===== src/shared/itmr_pkg.sv =====
// Package: constants and carrier types of the interval timer block
package itmr_pkg;
    // ********************************************************************
    // Timing
    // ********************************************************************
    localparam int CLK_PERIOD_NS = 100;
    localparam int TICK_PERIOD_NS = 100000;
    localparam int TICK_CYCLES = TICK_PERIOD_NS / CLK_PERIOD_NS;
    localparam logic [15:0] CONST_INTERVAL = 16'h0010;

    // ********************************************************************
    // Command codes
    // ********************************************************************
    localparam logic [11:0] CMD_ONESHOT = 12'h000;
    localparam logic [11:0] CMD_SCHED = 12'h003;
    localparam logic [11:0] CMD_READ = 12'h006;
    localparam logic [11:0] CMD_STOP = 12'h010;

    // ********************************************************************
    // Register map
    // ********************************************************************
    localparam logic [3:0] REG_COMMAND = 4'h0;
    localparam logic [3:0] REG_PRESET = 4'h1;
    localparam logic [3:0] REG_INTERVAL = 4'h2;
    localparam logic [3:0] REG_SUBR = 4'h3;
    localparam logic [3:0] REG_STATUS = 4'h4;
    localparam logic [3:0] REG_MASK = 4'h5;
    localparam logic [3:0] REG_RD_COUNT = 4'h6;
    localparam logic [3:0] REG_RD_INTERVAL = 4'h7;
    localparam logic [3:0] REG_RD_ELAPSED = 4'h8;
    localparam logic [3:0] REG_STATE = 4'h9;
    localparam logic [15:0] CMD_CONST_BIT = 16'h1000;
    localparam int STS_TIMEOUT = 0;
    localparam int STS_BADCMD = 1;
    localparam logic [1:0] STS_RESET = 2'h0;
    localparam logic [1:0] MASK_RESET = 2'h0;

    typedef enum logic [1:0] {
        ITMR_IDLE = 2'b00,
        ITMR_ONESHOT = 2'b01,
        ITMR_SCHED = 2'b10
    } itmr_mode_t;

    typedef struct packed {
        logic [15:0] count;
        logic [15:0] interval;
        logic [15:0] elapsed;
    } itmr_snap_t;
endpackage


===== src/hw/itmr_top.sv =====
// Interval timer with one-shot and scheduled interrupt modes
module itmr_top
#(
    parameter int TICK_DIV = itmr_pkg::TICK_CYCLES
) (
    input wire logic CORE_CLK,
    input wire logic SYS_RST,
    input wire logic [3:0] ADDR,
    input wire logic [15:0] WDATA,
    input wire logic WR_EN,
    input wire logic RD_EN,
    output logic [15:0] RDATA,
    output logic IRQ,
    output logic SUB_REQ,
    output logic [15:0] SUB_NUM
);
    import itmr_pkg::*;

    // ********************************************************************
    // BCD helpers
    // ********************************************************************
    function automatic logic [15:0] bcd_inc(input logic [15:0] v);
        logic [15:0] r;
        logic carry;
        r = v;
        carry = 1'b1;
        for (int i = 0; i < 4; i++) begin
            if (carry) begin
                if (r[i*4 +: 4] == 4'h9) begin
                    r[i*4 +: 4] = 4'h0;
                end else begin
                    r[i*4 +: 4] = r[i*4 +: 4] + 4'h1;
                    carry = 1'b0;
                end
            end
        end
        return r;
    endfunction

    function automatic logic [15:0] bcd_dec(input logic [15:0] v);
        logic [15:0] r;
        logic borrow;
        r = v;
        borrow = 1'b1;
        for (int i = 0; i < 4; i++) begin
            if (borrow) begin
                if (r[i*4 +: 4] == 4'h0) begin
                    r[i*4 +: 4] = 4'h9;
                end else begin
                    r[i*4 +: 4] = r[i*4 +: 4] - 4'h1;
                    borrow = 1'b0;
                end
            end
        end
        return r;
    endfunction

    function automatic logic is_cmd(input logic [15:0] w, input logic [11:0] code);
        return w[11:0] == code;
    endfunction

    function automatic itmr_mode_t start_mode(input logic [15:0] w);
        return is_cmd(w, CMD_SCHED) ? ITMR_SCHED : ITMR_ONESHOT;
    endfunction

    // ********************************************************************
    // State
    // ********************************************************************
    itmr_mode_t mode, next_mode;
    logic [15:0] tick_cnt, next_tick_cnt;
    logic tick;
    logic [15:0] preset, next_preset;
    logic [15:0] interval, next_interval;
    logic [15:0] subr, next_subr;
    logic [15:0] load_preset, next_load_preset;
    logic [15:0] load_interval, next_load_interval;
    logic [15:0] load_subr, next_load_subr;
    logic [15:0] count, next_count;
    logic [15:0] done, next_done;
    logic [15:0] elapsed, next_elapsed;
    itmr_snap_t snap, next_snap;
    logic [1:0] status, next_status;
    logic [1:0] mask, next_mask;
    logic [15:0] rdata, next_rdata;
    logic sub_req, next_sub_req;
    logic [15:0] sub_num, next_sub_num;
    logic cmd_wr;
    logic start;
    logic read_cmd;
    logic stop_cmd;
    logic bad_cmd;
    logic timeout;
    logic dec_now;

    // ********************************************************************
    // Command decode
    // ********************************************************************
    assign cmd_wr = WR_EN && (ADDR == REG_COMMAND);
    assign start = cmd_wr && (is_cmd(WDATA, CMD_ONESHOT) || is_cmd(WDATA, CMD_SCHED));
    assign read_cmd = cmd_wr && is_cmd(WDATA, CMD_READ);
    assign stop_cmd = cmd_wr && is_cmd(WDATA, CMD_STOP);
    // Unknown codes are flagged rather than dropped silently
    assign bad_cmd = cmd_wr && !start && !read_cmd && !stop_cmd;

    // ********************************************************************
    // Time base
    // ********************************************************************
    // Tick of 0.1 ms from the core clock
    assign tick = (tick_cnt == 16'(TICK_DIV - 1));
    // Interval done when elapsed ticks reach the interval
    assign dec_now = (mode != ITMR_IDLE) && tick && (bcd_inc(elapsed) == interval);
    // A zero preset times out on the first interval
    assign timeout = dec_now && (count == 16'h0001 || count == 16'h0000);

    // ********************************************************************
    // Tick counter
    // ********************************************************************
    always_comb begin
        next_tick_cnt = tick ? 16'h0000 : tick_cnt + 16'h0001;
        // Restart aligns the first tick with the start command
        if (start) begin
            next_tick_cnt = 16'h0000;
        end
    end

    always_ff @(posedge CORE_CLK) begin
        if (SYS_RST) begin
            tick_cnt <= 16'h0000;
        end else begin
            tick_cnt <= next_tick_cnt;
        end
    end

    // ********************************************************************
    // Setup registers
    // ********************************************************************
    // Preset, interval and subroutine take effect only at the next start command; the mask applies at once
    always_comb begin
        next_load_preset = load_preset;
        next_load_interval = load_interval;
        next_load_subr = load_subr;
        next_mask = mask;
        if (WR_EN) begin
            unique case (ADDR)
                REG_PRESET: next_load_preset = WDATA;
                REG_INTERVAL: next_load_interval = WDATA;
                REG_SUBR: next_load_subr = WDATA;
                REG_MASK: next_mask = WDATA[1:0];
                default: ;
            endcase
        end
    end

    always_ff @(posedge CORE_CLK) begin
        if (SYS_RST) begin
            load_preset <= 16'h0000;
            load_interval <= CONST_INTERVAL;
            load_subr <= 16'h0000;
            mask <= MASK_RESET;
        end else begin
            load_preset <= next_load_preset;
            load_interval <= next_load_interval;
            load_subr <= next_load_subr;
            mask <= next_mask;
        end
    end

    // ********************************************************************
    // Timer
    // ********************************************************************
    always_comb begin
        next_mode = mode;
        next_preset = preset;
        next_interval = interval;
        next_subr = subr;
        next_count = count;
        next_done = done;
        next_elapsed = elapsed;
        if (mode != ITMR_IDLE && tick) begin
            next_elapsed = bcd_inc(elapsed);
        end
        if (dec_now) begin
            next_elapsed = 16'h0000;
            next_count = bcd_dec(count);
            next_done = bcd_inc(done);
        end
        if (timeout) begin
            if (mode == ITMR_SCHED) begin
                next_count = preset;
                next_done = 16'h0000;
            end else begin
                next_mode = ITMR_IDLE;
            end
        end
        if (start) begin
            // Restart from scratch, even when already running
            next_mode = start_mode(WDATA);
            next_subr = load_subr;
            next_count = load_preset;
            next_preset = load_preset;
            next_interval = (WDATA & CMD_CONST_BIT) != 16'h0000 ?
                CONST_INTERVAL : load_interval;
            next_done = 16'h0000;
            next_elapsed = 16'h0000;
        end else if (stop_cmd) begin
            next_mode = ITMR_IDLE;
        end
    end

    always_ff @(posedge CORE_CLK) begin
        if (SYS_RST) begin
            mode <= ITMR_IDLE;
            preset <= 16'h0000;
            interval <= CONST_INTERVAL;
            subr <= 16'h0000;
            count <= 16'h0000;
            done <= 16'h0000;
            elapsed <= 16'h0000;
        end else begin
            mode <= next_mode;
            preset <= next_preset;
            interval <= next_interval;
            subr <= next_subr;
            count <= next_count;
            done <= next_done;
            elapsed <= next_elapsed;
        end
    end

    // ********************************************************************
    // Status
    // ********************************************************************
    // Set wins over clear for the sticky bits
    always_comb begin
        next_status = status;
        if (WR_EN && ADDR == REG_STATUS) begin
            next_status = status & ~WDATA[1:0];
        end
        if (bad_cmd) begin
            next_status[STS_BADCMD] = 1'b1;
        end
        if (timeout) begin
            next_status[STS_TIMEOUT] = 1'b1;
        end
    end

    always_ff @(posedge CORE_CLK) begin
        if (SYS_RST) begin
            status <= STS_RESET;
        end else begin
            status <= next_status;
        end
    end

    // ********************************************************************
    // Subroutine request
    // ********************************************************************
    always_comb begin
        next_sub_req = 1'b0;
        next_sub_num = sub_num;
        if (timeout) begin
            next_sub_req = 1'b1;
            next_sub_num = subr;
        end
        // A stop in the timeout cycle still swallows the request
        if (stop_cmd) begin
            next_sub_req = 1'b0;
        end
    end

    always_ff @(posedge CORE_CLK) begin
        if (SYS_RST) begin
            sub_req <= 1'b0;
            sub_num <= 16'h0000;
        end else begin
            sub_req <= next_sub_req;
            sub_num <= next_sub_num;
        end
    end

    // ********************************************************************
    // Read back
    // ********************************************************************
    // Snapshot so the three results belong to one instant
    always_comb begin
        next_snap = snap;
        next_rdata = 16'h0000;
        if (read_cmd) begin
            next_snap.count = done;
            next_snap.interval = interval;
            next_snap.elapsed = (mode == ITMR_IDLE) ? 16'h0000 : elapsed;
        end
        if (RD_EN) begin
            unique case (ADDR)
                REG_PRESET: next_rdata = load_preset;
                REG_INTERVAL: next_rdata = load_interval;
                REG_SUBR: next_rdata = load_subr;
                REG_STATUS: next_rdata = {14'h0000, status};
                REG_MASK: next_rdata = {14'h0000, mask};
                REG_RD_COUNT: next_rdata = snap.count;
                REG_RD_INTERVAL: next_rdata = snap.interval;
                REG_RD_ELAPSED: next_rdata = snap.elapsed;
                REG_STATE: next_rdata = {14'h0000, mode};
                default: next_rdata = 16'h0000;
            endcase
        end
    end

    always_ff @(posedge CORE_CLK) begin
        if (SYS_RST) begin
            snap <= '0;
            rdata <= 16'h0000;
        end else begin
            snap <= next_snap;
            rdata <= next_rdata;
        end
    end

    // ********************************************************************
    // Outputs
    // ********************************************************************
    assign RDATA = rdata;
    assign IRQ = |(status & mask);
    assign SUB_REQ = sub_req;
    assign SUB_NUM = sub_num;
endmodule


===== config.mk =====
export PLATFORM = sky130hd
export DESIGN_NAME = itmr_top
export DESIGN_NICKNAME = d
export VERILOG_FILES = /design/src/shared/itmr_pkg.sv /design/src/hw/itmr_top.sv
export SDC_FILE = /design/constraint.sdc
export NUM_CORES = 1
export LEC_CHECK = 0
export BUFFER_PORTS_ARGS = -buffer_cell sky130_fd_sc_hd__buf_2
export CAP_MARGIN = 15
export CORE_UTILIZATION = 24
export CTS_CLUSTER_DIAMETER = 60
export DETAILED_ROUTE_END_ITERATION = 10
export PLACE_DENSITY_LB_ADDON = 0.25
export SETUP_SLACK_MARGIN = 0.1
export SLEW_MARGIN = 20
export SYNTH_ARGS = -nofsm -noshare
export SYNTH_HDL_FRONTEND = slang
export SYNTH_SLANG_ARGS = --single-unit
export TNS_END_PERCENT = 50

===== constraint.sdc =====
create_clock -name CORE_CLK -period 2.9 [get_ports CORE_CLK]
set_input_delay 0.725 -clock CORE_CLK [delete_from_list [all_inputs] [get_ports CORE_CLK]]
set_output_delay 0.725 -clock CORE_CLK [all_outputs]
set_load 0.005 [all_outputs]

======== Word-level counts from Yosys, hierarchy flattened ========
Cells that the tools add are included.
word-level totals
  input port bits ......................... 24
  register bits after elaboration ......... 247
cells by class
  bitwise gates (word level) .............. 4
  reduce and logical (&&, ||, !) cells .... 42
  add/sub/neg operators ................... 13
  mux-type cells .......................... 66
  equality and inequality tests ........... 25
operators with widths
  kind                     count
  $mux W16                 9
  $pmux W16 S9             1
  $mux W4                  21
  $eq A4 B4 Y1 const B     10
  $add A4 B1 Y4 const B    8
  $mux W1                  29
  $logic_not A4 Y1         5
  $add A16 B1 Y16 const B  1
  $eq A16 B1 Y1 const B    1
  $eq A16 B10 Y1 const B   1
  $eq A16 B16 Y1           1
  $eq A4 B3 Y1 const B     4
  $logic_not A16 Y1        1
  $reduce_and A2 Y1        8
  $sub A4 B1 Y4 const B    4
  $eq A12 B2 Y1 const B    1
  $eq A12 B3 Y1 const B    1
  $eq A12 B5 Y1 const B    1
  $logic_not A12 Y1        1
  $mux W2                  6
  $logic_and A1 B1 Y1      11
  $eq A4 B2 Y1 const B     2
  $reduce_or A2 Y1         4
  $reduce_bool A2 Y1       3
  11 further kinds         16

======== Depth between registers and ports, before layout ========
  depth in word-level cells ............... 17
  depth in mapped cells ................... 13

======== Worst setup path after synthesis ========
OpenSTA, ideal clock, no wires.
  kind .................................... register to register
  start point ............................. reg elapsed[5]
  end point ............................... reg done[5]
  path buffers ............................ 1
  slack ................................... -0.046 ns
  arrival time ............................ 2.875 ns
  clock period less this slack ............ 2.946 ns
  data required time ...................... 2.829 ns
  stages on the path, launching flop included .. 12
  library setup time ...................... 0.071 ns
  cell sequence ........................... dfxtp_1 > inv_1 > ha_1 > and3b_1 > and4_1 > a311o_1 > a211oi_2 > nand2_2 > or3_1 > buf_2 > or4_1 > a21oi_1
between the ends
  word-level cells in the longest chain between the ends .. 10
RTL lines
  item                    RTL line         text
  from (decl)             itmr_top.sv:80   logic [15:0] elapsed, next_elapsed;
  from (signal assigned)  itmr_top.sv:226  elapsed <= next_elapsed;
  $eq A4 B4 Y1            itmr_top.sv:29   if (r[i*4 +: 4] == 4'h9) begin
  $mux W1                 itmr_top.sv:29
  $mux W1 (2 in series)   itmr_top.sv:28   if (carry) begin
  $mux W4                 itmr_top.sv:28
  $eq A16 B16 Y1 *        itmr_top.sv:111  assign dec_now = (mode != ITMR_IDLE) && tick && (bcd_inc(elapsed) == interval);
  $logic_and A1 B1 Y1 *   itmr_top.sv:111
  $mux W16                itmr_top.sv:182  if (dec_now) begin
  $mux W16                itmr_top.sv:188  if (mode == ITMR_SCHED) begin
  $mux W16 *              itmr_top.sv:187  if (timeout) begin
  to (signal assigned)    itmr_top.sv:225  done <= next_done;
  to (decl)               itmr_top.sv:79   logic [15:0] done, next_done;
Mark *: on every way between the ends. The rest lies on a longest branch, timed or not.
A chain may end at the register's enable or synchronous reset.

======== Worst setup path after layout ========
  start point ............................. reg elapsed[1]
  end point ............................... reg done[13]
The elaborated chain is that of the path after synthesis.

==> impl_metrics.csv <==
group,metric,value,unit
yosys,syn_nets,1433,
yosys,netlist_instances,1402,
cells_and_area,area_growth,33.72,%
sta,drv_slew,0,
critical_path,r2r_start,"elapsed[1]",
clock_network,path_clk_slew,0.06,ns
clock_network,cts_tree,"done",
sta,slew_headroom,53.10,%
sta,max_freq,0.3404,GHz
yosys,seq_area_frac_synth,44.82,%
cells_and_area,regMostFlops,"snap",
power_and_ir_drop,switching_power,1770,uW
global_route,grt_pass1_vias,10140,
power_and_ir_drop,peakVddDrop,0.0003664,V
global_route,grt_overflow_total,0,
cells_and_area,multiInputGateArea,6120,um^2
floorplanning,core,45380,um^2
sta,setup_viol,15,
yosys,netlist.top_cell.by_area,"dfxtp_1",
clock_network,clk_latency,0.57,ns
global_route,grt_max_degree,89,
critical_path,arrival,3.44,ns
critical_path,cp_data_required_time,3.40,ns
detailed_routing,ant_nets,0,
sta,finalHoldViolations,0,
clock_network,root_buffer,"clkbuf_16",
clock_network,clockBufferDepth,3,
critical_path,cp-end-kind,"register",
power_and_ir_drop,comb_power_share,3.0,%
worst_hold_path,hold_class,"in -> reg",
power_and_ir_drop,p_per_area,532.4,nW/um^2
yosys,synth_seq_cells,247,
floorplanning,die_w,216.4,um
cells_and_area,num_antenna_cells,0,
floorplanning,die_area,46830,um^2
clock_network,cts_buffers,31,
floorplanning,ios,58,
sta,rsz0062_at_grt,"yes",
placement,place_area,12830,um^2
power_and_ir_drop,p_int,6085,uW
run_status,violations,"setup timing",
global_route,globalRouteMet3Util,2.568,%
yosys,synth-edff-count,0,
global_route,antenna_found_initial,0,
cells_and_area,fillers,4784,
yosys,synth_ff_type,"dfxtp_1",
power_and_ir_drop,seqPwrFrac,43.6,%
cells_and_area,largest_reg_flops,48,
sta,setup_ws,-0.03809,ns
power_and_ir_drop,p_clk_share,53.5,%
detailed_routing,wl,38.93,mm
cells_and_area,drive_gt1_share,24.25,%
run_status,status,"complete, but fails checks",
global_route,grtUsageMet2,26.01,%
run,maxCapViolations,0,
global_route,grt_pass1_wl,59.71,mm
yosys,ys_types,73,
yosys,synth_area_leaders,"dfxtp_1 45%, nand2_1 11%, a21oi_1 9.0%, a22oi_1 3.5%, nor2_1 2.8%",
critical_path,cp_max_fo,4,
clock_network,ctsHoldBuffers,0,
yosys,avgSynthCellArea,7.870,um^2
yosys,syn_area,11030,um^2
sta,period_share,101.3,%
sta,worst_slew_pin_slew,0.6971,ns
power_and_ir_drop,p_leak,0.005199,uW
placement,portBuffers,57,
floorplanning,fp.dieH,216.4,um
detailed_routing,dr.pass1.iters,5,
cells_and_area,num-nets-final,1582,
worst_hold_path,hold_path.startpoint,"WDATA[14]",
global_route,grt-busiest-layer,"met2",
sta,worst_hold_slack,0.4462,ns
placement,detailed_place_hpwl,27.36,mm
critical_path,crit_start,"elapsed[1]",
yosys,yosys_warnings,0,
critical_path,critPathLaunchType,"register",
cells_and_area,seqCellArea,4956,um^2
floorplanning,floorplan.initialDensity,24.31,%
global_route,grt_use_total,16.21,%
detailed_routing,vias_per_cell,4.938,
critical_path,critPathKind,"reg -> reg",
yosys,ys_top_cells_by_count,"329 x nand2_1, 247 x dfxtp_1, 198 x a21oi_1",
yosys,async_reset_ff_share,0,%
power_and_ir_drop,p_sw_share,22.53,%
floorplanning,rows,78,
clock_network,cts_max_level,1,
cells_and_area,fin_area,14750,um^2
yosys,synth.most_common_cell,"nand2_1",
yosys,synth_top_area_share,44.82,%
sta,fin_crit,2.938,ns
placement,place_congestion,0.8686,
global_route,use_met1,21.99,%
detailed_routing,drt-initial-drc-count,674,
detailed_routing,routedWlPerCell,17.90,um
detailed_routing,drc,0,
sta,clock_skew,0.01387,ns
clock_network,clock-sinks,247,
detailed_routing,vias,10740,
sta,setup_tns,-0.2890,ns
placement,pre_cts_ws,-0.5638,ns
[cells in the final DEF, fill, tap and decap left out, types with 7 or more instances in the layout]
cell type / synthesis / layout
a21oi_1: 198 / 173
a21oi_2: 0 / 24
a22o_1: 13 / 13
a22oi_1: 52 / 51
a31oi_1: 21 / 20
and2_1: 8 / 8
and3_1: 10 / 9
buf_12: 0 / 15
buf_2: 13 / 56
buf_4: 1 / 123
buf_6: 1 / 14
clkbuf_16: 0 / 33
dfxtp_1: 247 / 238
dfxtp_2: 0 / 9
inv_1: 21 / 19
mux2i_1: 15 / 15
nand2_1: 329 / 313
nand2_2: 1 / 11
nand2b_1: 12 / 12
nand3_1: 42 / 40
nand4_1: 8 / 8
nor2_1: 82 / 79
nor2b_1: 12 / 12
nor3_1: 27 / 15
nor3_2: 1 / 13
o21ai_0: 36 / 31
o21ai_1: 5 / 8
or4_1: 11 / 7
xnor2_1: 10 / 10
xor2_1: 14 / 14
[area by class of cell]
cell class / count / share of cell area [%]
Timing Repair Buffer: 211 / 11.70
Clock buffer: 39 / 5.733
Tap cell: 600 / 5.089
Clock inverter: 18 / 1.866
Inverter: 21 / 0.5343
Sequential cell: 247 / 33.59
Multi-Input combinational cell: 1039 / 41.48
[through the flow]
stage | util [%] | power, uW | cells
6_report | 32.51 | 7855 | 2175
5_1_grt | 32.51 | 8121 | 2175
4_1_cts | 31.35 | 7947 | 2161
3_5_place_dp | 28.28 | 3720 | 2088
3_3_place_gp | 28.28 | 3719 | 2088
2_1_floorplan | - | 3598 | 1402
[routing by layer]
metal / part of all wire (%) / up-vias
met2: 46 / 243
met3: 5.0 / 67
li1: - / 5248
met5: 0 / -
met1: 46 / 5183
met4: 3.0 / 0
[logic make-up (layout without fill, tap and decap cells)]
group | count (synthesis) | in the layout | synth area share [%]
multiplexers | 17 | 17 | 1.565
AND/OR/NAND/NOR | 599 | 600 | 24.87
flip-flops | 247 | 247 | 44.82
buffers and inverters | 117 | 289 | 4.230
AO/OA/AOI/OAI | 391 | 391 | 21.82
XOR/XNOR | 24 | 24 | 1.905
adder cells (fa/ha/maj) | 7 | 7 | 0.7938
[worst max-delay path, stage by stage, from the launching register on]
cell and delay, ns:
dfxtp_2 0.33, and4bb_4 0.37, buf_6 0.11, a32oi_1 0.09
a311o_1 0.37, a211oi_4 0.30, nand2_2 0.15, buf_6 0.15
or4_4 0.45, or4_1 0.41, a21oi_1 0.14
[worst paths after layout]
kind              cells after the start  slack, ns         endpoint
setup / recovery                     10      -0.04         done[13]
hold / removal                        3       0.45  load_preset[14]
setup reg to reg                     10      -0.04         done[13]
hold reg to reg                       2       0.45       SUB_NUM[9]
[what timing repair did]
action,CTS,global route
pin swaps,13,49
gates resized for setup,35,94
setup endpoints to repair,68,67
setup buffers,15,12
cloned,1,2
hold endpoints to repair,0,0
[power groups by stage]
stage          registers, uW  logic (uW)  clock network, uW
3_5_place_dp            3500         222                  0
4_1_cts                 3420         224               4300
2_1_floorplan           3490         109                  0
3_3_place_gp            3500         221                  0
5_1_grt                 3420         248               4450
6_report                3420         232               4200
Note: power is estimated with default switching activity, not from simulation.
